**config.mk**
```make
export PLATFORM = sky130hd
export DESIGN_NAME = gst_supervisor
export DESIGN_NICKNAME = d
export VERILOG_FILES = /design/src/core/gst_sync.v /design/src/core/gst_supervisor.v
export VERILOG_INCLUDE_DIRS = /design/src /design/src/core
export SDC_FILE = /design/constraint.sdc
export NUM_CORES = 2
export LEC_CHECK = 0
export BUFFER_PORTS_ARGS = -buffer_cell sky130_fd_sc_hd__buf_2
export CAP_MARGIN = 25
export CORE_MARGIN = 4
export CORE_UTILIZATION = 45
export DETAILED_ROUTE_END_ITERATION = 10
export HOLD_SLACK_MARGIN = 0.08
export PLACE_DENSITY_LB_ADDON = 0.05
export SLEW_MARGIN = 20
export SYNTH_ARGS = -nofsm -noshare
export SYNTH_HDL_FRONTEND = slang
export SYNTH_SLANG_ARGS = --single-unit
```
**constraint.sdc**
```tcl
create_clock -name clk -period 11.4 [get_ports clk]
set_input_delay 3.42 -clock clk [delete_from_list [all_inputs] [get_ports clk]]
set_output_delay 3.42 -clock clk [all_outputs]
set_load 0.05 [all_outputs]
```
**src/core/gst_map.vh**
```
`ifndef GST_MAP_VH
`define GST_MAP_VH
// ============================================================
// timing figures, in their own units
`define GST_CLK_HZ          20000000
`define GST_CYCLE_S         1
`define GST_BUSOFF_S        2
`define GST_CAL_S           5
`define GST_RECOVER_US      1000
`define GST_TIMEOUT_MIN_US  25
`define GST_TIMEOUT_MAX_US  35
// ============================================================
// derived cycle counts
`define GST_CYCLE_CYC       (`GST_CYCLE_S * `GST_CLK_HZ)
`define GST_BUSOFF_CYC      (`GST_BUSOFF_S * `GST_CLK_HZ)
`define GST_CAL_CYC         (`GST_CAL_S * `GST_CLK_HZ)
`define GST_RECOVER_CYC     ((`GST_RECOVER_US * (`GST_CLK_HZ / 1000000)))
`define GST_TIMEOUT_CYC     ((`GST_TIMEOUT_MAX_US * (`GST_CLK_HZ / 1000000)))
// ============================================================
// mode encodings
`define GST_MODE_NORMAL     2'h0
`define GST_MODE_SLEEP      2'h1
`define GST_MODE_SHUTDOWN   2'h2
// temperature source select
`define GST_TSRC_INTERNAL   2'h0
`define GST_TSRC_EXT_A      2'h1
`define GST_TSRC_EXT_B      2'h2
`define GST_TSRC_EXT_MAX    2'h3
// widths
`define GST_TIMER_W         32
`endif

```
**src/core/gst_sync.v**
```verilog
`timescale 1ns/1ps
`default_nettype none
// ============================================================
// three-stage synchroniser; a change is taken once stages two and three agree
module gst_sync #(
	parameter RESET_VAL = 1'b0
) (
	// clock and reset
	input  wire clk,
	input  wire rst,
	// asynchronous level in, filtered level out
	input  wire din,
	output reg  dout
);
	reg s1; // metastability catcher, read only by s2
	reg s2;
	reg s3;

	// ============================================================
	// shift chain and agreement filter
	always @(posedge clk or posedge rst) begin
		if (rst) begin
			s1   <= RESET_VAL;
			s2   <= RESET_VAL;
			s3   <= RESET_VAL;
			dout <= RESET_VAL;
		end else begin
			s1 <= din;
			s2 <= s1;
			s3 <= s2;
			// only update when the two settled stages agree
			if (s2 == s3) begin
				dout <= s3;
			end
		end
	end
endmodule
`default_nettype wire

```
**src/core/gst_supervisor.v**
```verilog
`timescale 1ns/1ps
`default_nettype none
`include "gst_map.vh"

// How it works
// - normal mode runs one cycle per second
// - sleep mode cycles at configurable interval
// - current or fault wakes from sleep
// - shutdown disables every function but PEC enable and bus-off clear
// - system present sampled once per cycle
// - low present input means system present
// - positive sense charge, negative discharge
// - signed sense accumulated in counter
// - cell voltage refreshed every cycle
// - both lines low 5 s starts calibration
// - both lines low 2 s enters bus-off
// - either line high clears bus-off
// - bus usable within 1 ms after clear
// - serious fault asserts fuse-blow output
// - temperature from internal or thermistors
// - bus version 1.1, master and checking
// - bad temperature inhibits or suspends charge
// - charge current and voltage broadcast
// - clock low past timeout aborts transaction
module gst_supervisor #(
	parameter SENSE_W    = 16,
	parameter ACC_W      = 40,
	parameter TEMP_W     = 12,
	parameter CYCLE_CYC  = `GST_CYCLE_CYC,
	parameter BUSOFF_CYC = `GST_BUSOFF_CYC,
	parameter CAL_CYC    = `GST_CAL_CYC
) (
	// clock and reset
	input  wire                      clk,
	input  wire                      rst,
	// mode control
	input  wire                      sleep_req,
	input  wire                      shutdown_req,
	input  wire [31:0]               sleep_interval,
	input  wire                      master_enable,
	input  wire                      pec_enable,
	// pins from outside the clock domain
	input  wire                      system_present_input,
	input  wire                      bus_clock_line,
	input  wire                      bus_data_line,
	// sense path, already digitised
	input  wire signed [SENSE_W-1:0] sense_positive_input,
	input  wire signed [SENSE_W-1:0] sense_negative_input,
	input  wire signed [SENSE_W-1:0] sense_offset,
	// measurement results
	input  wire [15:0]               cell_raw,
	input  wire [15:0]               cell_gain,
	input  wire [15:0]               cell_offs,
	input  wire [TEMP_W-1:0]         temp_internal,
	input  wire [TEMP_W-1:0]         thermistor_input_a,
	input  wire [TEMP_W-1:0]         thermistor_input_b,
	input  wire [1:0]                temp_source,
	input  wire [TEMP_W-1:0]         temp_low_limit,
	input  wire [TEMP_W-1:0]         temp_high_limit,
	// protection and charge inputs
	input  wire                      fault_secondary,
	input  wire                      fault_primary,
	input  wire                      charge_request,
	input  wire [15:0]               cc_current,
	input  wire [15:0]               cv_voltage,
	// schedule and status outputs
	output reg  [1:0]                mode,
	output reg                       cycle_pulse,
	output reg                       system_present,
	output reg                       charging,
	output reg                       discharging,
	output reg  signed [ACC_W-1:0]   charge_acc,
	output reg  [15:0]               cell_voltage,
	output reg  [TEMP_W-1:0]         temperature,
	// bus supervision outputs
	output reg                       cal_start,
	output reg                       bus_off,
	output reg                       bus_ready,
	output reg                       bus_abort,
	output reg                       bus_master_en,
	output reg                       bus_pec_en,
	// protection and charge outputs
	output reg                       fuse_blow,
	output reg                       charge_allow,
	output reg                       broadcast_req,
	output reg  [15:0]               bcast_current,
	output reg  [15:0]               bcast_voltage
);
	// ============================================================
	// local constants
	localparam [2:0] ST_RUN   = 3'h1; // normal mode, active
	localparam [2:0] ST_SLEEP = 3'h2; // reduced power between cycles
	localparam [2:0] ST_OFF   = 3'h4; // shutdown
	localparam [31:0] RECOVER_CYC = `GST_RECOVER_CYC;
	localparam [31:0] TIMEOUT_CYC = `GST_TIMEOUT_CYC;
	localparam [31:0] ONE         = 32'h00000001;

	reg  [2:0]  state;        // one-hot supervisor state
	reg  [31:0] cyc_timer;    // cycle interval counter
	reg  [31:0] low_timer;    // both lines low duration
	reg  [31:0] clk_low_tmr;  // bus clock low duration
	reg  [31:0] rec_timer;    // bus-off recovery delay
	reg         recovering;   // counting toward bus ready
	reg         cal_done;     // one calibration per low stretch
	reg         fuse_latch;   // fuse never releases until reset
	wire        system_present_input_s;       // synchronised present pin
	wire        scl_s;        // synchronised bus clock
	wire        sda_s;        // synchronised bus data
	wire [31:0] interval;     // active cycle length
	wire        cycle_due;    // interval reached
	wire        wake;         // sleep wake condition
	wire signed [SENSE_W:0] vsr; // signed sense difference
	reg  [TEMP_W-1:0] next_temp; // selected temperature

	// ============================================================
	// helpers
	// saturating increment so a long-held level never wraps the timer
	function [31:0] sat_inc;
		input [31:0] v;
		begin
			sat_inc = (v == 32'hFFFFFFFF) ? v : v + ONE;
		end
	endfunction

	// ============================================================
	// pin synchronisers
	gst_sync #(.RESET_VAL(1'b1)) u_system_present_input (
		.clk  (clk),
		.rst  (rst),
		.din  (system_present_input),
		.dout (system_present_input_s)
	);
	gst_sync #(.RESET_VAL(1'b1)) u_scl (
		.clk  (clk),
		.rst  (rst),
		.din  (bus_clock_line),
		.dout (scl_s)
	);
	gst_sync #(.RESET_VAL(1'b1)) u_sda (
		.clk  (clk),
		.rst  (rst),
		.din  (bus_data_line),
		.dout (sda_s)
	);

	// ============================================================
	// combinational terms
	// sleep uses the programmed interval, zero falls back to one second
	assign interval  = (mode == `GST_MODE_SLEEP && sleep_interval != 32'h00000000) ?
		sleep_interval : CYCLE_CYC;
	assign cycle_due = (cyc_timer >= interval - ONE);
	assign vsr       = sense_positive_input - sense_negative_input;
	assign wake      = (vsr != {(SENSE_W+1){1'b0}}) || fault_primary || fault_secondary;

	// temperature source selection
	always @* begin
		next_temp = temp_internal;
		case (temp_source)
			`GST_TSRC_EXT_A: begin
				next_temp = thermistor_input_a;
			end
			`GST_TSRC_EXT_B: begin
				next_temp = thermistor_input_b;
			end
			`GST_TSRC_EXT_MAX: begin
				// both thermistors: report the hotter one
				next_temp = (thermistor_input_a > thermistor_input_b) ?
					thermistor_input_a : thermistor_input_b;
			end
			default: begin
				next_temp = temp_internal;
			end
		endcase
	end

	// ============================================================
	// mode state machine and cycle scheduler
	always @(posedge clk or posedge rst) begin
		if (rst) begin
			state       <= ST_RUN;
			mode        <= `GST_MODE_NORMAL;
			cyc_timer   <= 32'h00000000;
			cycle_pulse <= 1'b0;
		end else begin
			cycle_pulse <= 1'b0;
			case (state)
				ST_RUN: begin
					if (shutdown_req) begin
						state <= ST_OFF;
						mode  <= `GST_MODE_SHUTDOWN;
					end else if (cycle_due) begin
						cyc_timer   <= 32'h00000000;
						cycle_pulse <= 1'b1;
						if (sleep_req && !wake) begin
							state <= ST_SLEEP;
							mode  <= `GST_MODE_SLEEP;
						end
					end else begin
						cyc_timer <= sat_inc(cyc_timer); // count toward the next cycle
					end
				end
				ST_SLEEP: begin
					if (shutdown_req) begin
						state <= ST_OFF;
						mode  <= `GST_MODE_SHUTDOWN;
					end else if (wake || !sleep_req) begin
						state     <= ST_RUN;
						mode      <= `GST_MODE_NORMAL;
						cyc_timer <= 32'h00000000;
					end else if (cycle_due) begin
						cyc_timer   <= 32'h00000000;
						cycle_pulse <= 1'b1;
					end else begin
						cyc_timer <= sat_inc(cyc_timer);
					end
				end
				ST_OFF: begin
					// only reset leaves shutdown
					cyc_timer <= 32'h00000000;
				end
				default: begin
					state <= ST_RUN;
					mode  <= `GST_MODE_NORMAL;
				end
			endcase
		end
	end

	// ============================================================
	// per-cycle sampling: present pin, cell voltage, temperature
	always @(posedge clk or posedge rst) begin
		if (rst) begin
			system_present <= 1'b0;
			cell_voltage   <= 16'h0000;
			temperature    <= {TEMP_W{1'b0}};
		end else if (state == ST_OFF) begin
			system_present <= 1'b0;
		end else if (cycle_pulse) begin
			system_present <= ~system_present_input_s;
			// scale then trim; upper product bits give unity gain at 0x8000
			cell_voltage   <= mul_scale(cell_raw, cell_gain) + cell_offs;
			temperature    <= next_temp;
		end
	end

	// fixed-point scale, gain 0x8000 is unity
	function [15:0] mul_scale;
		input [15:0] a;
		input [15:0] g;
		reg   [31:0] p;
		begin
			p = a * g;
			mul_scale = p[30:15];
		end
	endfunction

	// ============================================================
	// charge counting runs continuously outside shutdown
	always @(posedge clk or posedge rst) begin
		if (rst) begin
			charge_acc  <= {ACC_W{1'b0}};
			charging    <= 1'b0;
			discharging <= 1'b0;
		end else if (state == ST_OFF) begin
			charging    <= 1'b0;
			discharging <= 1'b0;
		end else begin
			charging    <= (vsr > 0);
			discharging <= (vsr < 0);
			// one count per quantum, offset from calibration removed
			charge_acc  <= charge_acc + {{(ACC_W-SENSE_W-1){vsr[SENSE_W]}}, vsr}
				- {{(ACC_W-SENSE_W){sense_offset[SENSE_W-1]}}, sense_offset};
		end
	end

	// ============================================================
	// bus line supervision: off state, calibration, timeout
	always @(posedge clk or posedge rst) begin
		if (rst) begin
			low_timer   <= 32'h00000000;
			clk_low_tmr <= 32'h00000000;
			rec_timer   <= 32'h00000000;
			recovering  <= 1'b0;
			bus_off     <= 1'b0;
			bus_ready   <= 1'b1;
			bus_abort   <= 1'b0;
			cal_start   <= 1'b0;
			cal_done    <= 1'b0;
		end else begin
			cal_start <= 1'b0;
			bus_abort <= 1'b0;
			// ready returns at the 1 ms limit; placed first so a
			// fresh bus-off entry in the same cycle wins over ready
			if (recovering && !bus_off) begin
				rec_timer <= sat_inc(rec_timer);
				if (rec_timer >= RECOVER_CYC - ONE) begin
					bus_ready  <= 1'b1;
					recovering <= 1'b0;
				end
			end
			if (scl_s || sda_s) begin
				low_timer <= 32'h00000000;
				cal_done  <= 1'b0;
				if (bus_off) begin
					bus_off    <= 1'b0;
					recovering <= 1'b1;
					rec_timer  <= 32'h00000000;
				end
			end else if (state != ST_OFF) begin
				low_timer <= sat_inc(low_timer);
				if (low_timer >= BUSOFF_CYC - ONE) begin
					bus_off    <= 1'b1;
					bus_ready  <= 1'b0;
					recovering <= 1'b0;
				end
				if (low_timer >= CAL_CYC - ONE && !cal_done) begin
					cal_start <= 1'b1;
					cal_done  <= 1'b1;
				end
			end
			// clock low timeout, counted separately, held clear in shutdown
			if (scl_s || state == ST_OFF) begin
				clk_low_tmr <= 32'h00000000;
			end else begin
				clk_low_tmr <= sat_inc(clk_low_tmr);
				if (clk_low_tmr == TIMEOUT_CYC - ONE) begin
					bus_abort <= 1'b1;
				end
			end
		end
	end

	// ============================================================
	// protection and charge control
	always @(posedge clk or posedge rst) begin
		if (rst) begin
			fuse_latch    <= 1'b0;
			fuse_blow     <= 1'b0;
			charge_allow  <= 1'b0;
			broadcast_req <= 1'b0;
			bcast_current <= 16'h0000;
			bcast_voltage <= 16'h0000;
			bus_master_en <= 1'b0;
			bus_pec_en    <= 1'b0;
		end else begin
			broadcast_req <= 1'b0;
			bus_master_en <= master_enable && (state != ST_OFF);
			bus_pec_en    <= pec_enable;
			// latched: a blown fuse is permanent by nature
			if (fault_secondary && state != ST_OFF) begin
				fuse_latch <= 1'b1;
			end
			fuse_blow <= fuse_latch | (fault_secondary && state != ST_OFF);
			// out-of-range temperature blocks start and suspends ongoing charge
			charge_allow <= charge_request && (state != ST_OFF) && !fuse_latch &&
				(temperature >= temp_low_limit) && (temperature <= temp_high_limit);
			if (cycle_pulse && master_enable && bus_ready && !bus_off) begin
				broadcast_req <= 1'b1;
				bcast_current <= charge_allow ? cc_current : 16'h0000;
				bcast_voltage <= cv_voltage;
			end
		end
	end
endmodule
`default_nettype wire

```
======== Word-level counts from Yosys, hierarchy flattened ========
Index checks and enable logic that the tools add are counted.
operators by class
  multiplexer cells ....................... 63
  multipliers ............................. 1
  equal/unequal tests ..................... 23
  $lt $le $gt $ge ......................... 9
  bitwise logic cells ..................... 3
  $add $sub $neg .......................... 9
  reduce and logical (&&, ||, !) cells .... 36
operators with widths
  cell                   count
  $mux 32                15
  $add 32x1->32 const B  4
  $eq 32x32->1 const B   4
  $pmux 32 s3            1
  $add 40x40->40         1
  $sub 40x40->40         1
  $pmux 12 s3            1
  $eq 32x10->1 const B   1
  $ge 32x15->1 const B   1
  $ge 32x26->1 const B   1
  $ge 32x27->1 const B   1
  $ge 32x32->1           1
  $reduce_bool 32->1     1
  $sub 32x1->32 const B  1
  $mul 16x16->31         1
  $mux 1                 31
  $gt 17x1->1 const B    1
  $lt 17x1->1 const B    1
  $reduce_bool 17->1     1
  $sub 16x16->17         1
  $add 16x16->16         1
  $mux 16                1
  $mux 3                 5
  $logic_and 1x1->1      13
  25 further kinds       54
storage, ports and cells
  bits of input ports ..................... 234
  output and inout port bits .............. 115
  register bits ........................... 261

======== Longest topological paths before layout ========
  word-level depth ........................ 10
  mapped depth ............................ 38
  depth with buffers taken out ............ 37

======== Cells and area by module ========
From an unflattened synthesis, not the netlist that was laid out.
second synthesis, totals
  cells, all modules ...................... 2981
  area total of the unflattened synthesis .. 26150.1 um2
modules (own cells, without submodules)
  module          cells an instance  area each (um2)  seq. area each (um2)  instances
  gst_supervisor  2963               25789.7          6183.4                1
  gst_sync        6                  120.1            105.1                 3

======== Worst setup path after synthesis ========
OpenSTA, ideal clock, no wires.
  path kind ............................... input-to-reg
  from .................................... input cell_raw[5]
  to ...................................... register cell_voltage[15]
  arrival time ............................ 10.638 ns
  buffers on the path ..................... 1
  library setup time ...................... 0.135 ns
  cell stages on the path ................. 36
  slack ................................... 0.627 ns
  cells stage by stage .................... clkbuf_1 -> and2_1 -> fa_1 -> inv_1 -> fa_1 -> fa_1 -> inv_1 -> ha_1 -> fa_1 -> inv_1 -> fa_1 -> inv_1 -> ha_1 -> nor2_1 -> o21ai_0 -> a41oi_1 -> nor3b_1 -> o21ai_0 -> nand2b_1 -> a21o_1 -> a21oi_1 -> inv_1 -> a21oi_1 -> xnor2_1 -> ha_1 -> a21o_1 -> a21oi_1 -> o21bai_1 -> o311a_1 -> a311oi_1 -> a21oi_1 -> a211o_1 -> a21oi_1 -> xnor2_1 -> xnor2_1 -> o21ai_0
between the ends
  cells in the longest elaborated chain, start to end .. 2
RTL lines
  item                  RTL line              RTL
  from (decl)           gst_supervisor.v:51   input wire [15:0] cell_raw,
  $mul 16x16->31        gst_supervisor.v:252  p = a * g;
  $add 16x16->16        gst_supervisor.v:241  cell_voltage <= mul_scale(cell_raw, cell_gain) + cell_offs;
  to (signal assigned)  gst_supervisor.v:241
  to (decl)             gst_supervisor.v:73   output reg [15:0] cell_voltage,
Every way passes these cells.
A chain may end at the register's enable or synchronous reset.

======== Worst setup path in the final report ========
  from .................................... input cell_gain[6]
  to ...................................... register cell_voltage[14]
between the ends
  cells in the longest elaborated chain, start to end .. 2
RTL lines
  item            RTL line              RTL
  from (decl)     gst_supervisor.v:52   input wire [15:0] cell_gain,
  $mul 16x16->31  gst_supervisor.v:252
  $add 16x16->16  gst_supervisor.v:241
Every way passes these cells.

==> run summary <==
status = finished clean
average wire per standard cell = 17.5 um
pwr dens = 292 nW/um2
Least-Margin Pin Slew = 0.878 ns
Post-Syn Area = 26,000 um2
leakage = 0.0149 uW
Row Count = 87
area share of the largest cell type after synthesis = 23.6%
RSZ-0062 raised after global routing = no
final hold vios = 0
DR vias/cell = 5.33
WP buf/inv = 6
post-synthesis sequential area ratio = 25.0%
first-pass GRT wire length = 118,000 um
total CTS buffers = 30
Seq cells post-synth = 259
Worst VDD drop = 0.000321 V
nets = 3,995
Post-synth ARST share = 100%
internal power = 4510 uW
initial detailed-routing violation count = 1,090
Die Height = 248 um
met3 GRT Util = 3.23%
Final Wtd Congestion = 0.929
crit-path most repeated cell = fa_1
most common cell in the netlist = nand2_1
Most used DFF post-synth = dfrtp_1
Synth area leaders = dfrtp_1 24%, fa_1 18%, ha_1 12%, nand2_1 5.7%, inv_1 5.0%
max-cap violation count = 0
initial antenna violation count = 7
CTS tree = yes
fin crit share = 95.1%
Core Area = 56,800 um2
placed insts = 4,009
I/O Pins = 349
Worst Hold Margin = 0.356 ns
Setup CP Type = primary input to flip-flop
Reg power frac = 13.5%
Hold Crit Class = flip-flop to flip-flop
largest net degree at the start of global routing = 140
gr usage total = 22.7%
vias post-DR = 21,679
cell family with most CP delay = adder cells
initial core utilization = 45.8%
DR pass1 iterations = 5
Synthesis Warnings = 0
Worst-Skew Late Latency = 0.58 ns
clock network fraction of design power = 11.4%
Post-synth top cells = 398 x nand2_1, 349 x inv_1, 245 x dfrtp_1
Routed WL = 71,000 um
crit path launch type = primary input
switching share of power = 48.1%
Final setup viols = 0
met2 global-route usage = 37.9%
fillers = 5,443
setup bufs post-CTS = 0
Max Slew Vio Count = 0
Die X = 248 um
clock transition at the registers of the reported paths = 0.06 ns
syn_area_per_cell = 8.79 um2
die area = 61,700 um2
Mapped Nets = 3,669
Yosys cell types = 83
Worst Skew = 0.0141 ns
DRC = 0
GRT met1 Usage = 32.2%
Syn Inst Count = 2,960
Overflow after GRT = 0
CP max-delay cell = fa_1
post-route minimum period = 10.84 ns
grt peak-use layer = met2
Req. time, crit path = 11.86 ns
number of synthesized flops with an enable pin = 0
net switching power = 4180 uW
H-tree depth = 1
DRT antenna net count = 0
clock buffer depth = 3
Synth-to-Final Area Change = 14.2%
Max Fclk = 92.3 MHz
layout cell share with drive strength beyond 1 = 14.5%
Buffers on Ports = 348
clock sink total = 259
largest area contributor in the netlist = dfrtp_1
Slew headroom = 40.0%
CP Capture Type = flip-flop
CP max stage delay = 0.55 ns
Post-Layout Cell Count = 4,068
Critical Path Fanout Max = 7
combinational share of power = 75.1%
vias in the first global route = 21,996
worst path arrival time = 11.30 ns
CTS Root Cell = clkbuf_16
Pwr Total = 8690 uW
post-DP HPWL = 57,400 um
[through the flow]
| stage | setup TNS (ns) | utilization, % | cell area [um2] | worst slack [ns] |
|---|---|---|---|---|
| finish | 0 | 52.3 | 29700 | 0.564 |
| global route | 0 | 52.3 | 29700 | 0.0638 |
| CTS | 0 | 52.2 | 29700 | 0.373 |
| detailed placement | -0.305 | 50.4 | 28600 | -0.189 |
| global placement | -0.227 | 50.4 | 28600 | -0.153 |
| floorplan | 0 | - | 26000 | 0.627 |
[area by class of cell]
cell class                 count  area, um2  area share, %
timing repair buffer         386       2060           6.93
antenna                        4       10.0         0.0337
tap                          756        946           3.18
multi-input combinational   2259      17900           60.1
clock inverter                 8       78.8          0.265
inverter                     350       1320           4.44
sequential                   259       6500           21.9
clock buffer                  46        941           3.16
[power groups by stage]
stage                     clock network (uW)  registers (uW)  logic [uW]
after global routing                    1060            1190        7470
after global placement                     0            1190        6400
after floorplan                            0            1440        4870
after CTS                               1020            1180        6550
after detailed placement                   0            1190        6500
final                                    989            1170        6530
[layout by cell type, fill, tap and decap left out, types with 120 or more instances in the layout]
master	n
a21oi_1	136
and2_1	120
buf_2	348
dfrtp_1	245
fa_1	233
ha_1	242
inv_1	348
nand2_1	397
nor2_1	225
o21ai_0	132
[layer usage]
layer | up-vias | routed length (um)
met4 | 4 | 1200
li1 | 10530 | -
met2 | 550 | 33000
met1 | 10517 | 33100
met5 | - | 34
met3 | 78 | 3680
[timing repair]
action | in CTS | in global routing
gates resized for setup | 0 | 4
endpoints found under the setup margin | 0 | 2
hold buffers | 0 | 0
[final timing paths]
path | start | to | slack [ns] | cells past startpoint
setup / recovery | cell_gain[6] | cell_voltage[14] | 0.56 | 36
hold / removal | u_scl.s1 | u_scl.s2 | 0.36 | 0
setup reg to reg | mode[1] | cyc_timer[21] | 5.35 | 23
hold reg to reg | u_scl.s1 | u_scl.s2 | 0.36 | 0
max in group asynchronous | rst | temperature[1] | 7.42 | 3
min in group asynchronous | rst | charge_acc[37] | 2.87 | 2
[registers in the layout, indices dropped and copies added, names as in the netlist, 2 cells and up]
register       count
bcast_current     16
bcast_voltage     16
cell_voltage      16
charge_acc        40
clk_low_tmr       32
cyc_timer         32
low_timer         32
mode               2
rec_timer         32
temperature       12
[logic make-up after synthesis]
kind of cell,after synthesis,synth area share (%)
and+or+nand+nor,1064,19.3
muxes,9,0.361
xor gates and xnor gates,190,6.39
DFF,259,25.0
adders and majority gates,478,29.7
buffers and inverters,442,6.51
AOI/OAI and AO/OA,518,12.8
No activity file was read; power rests on OpenSTA's default activity.
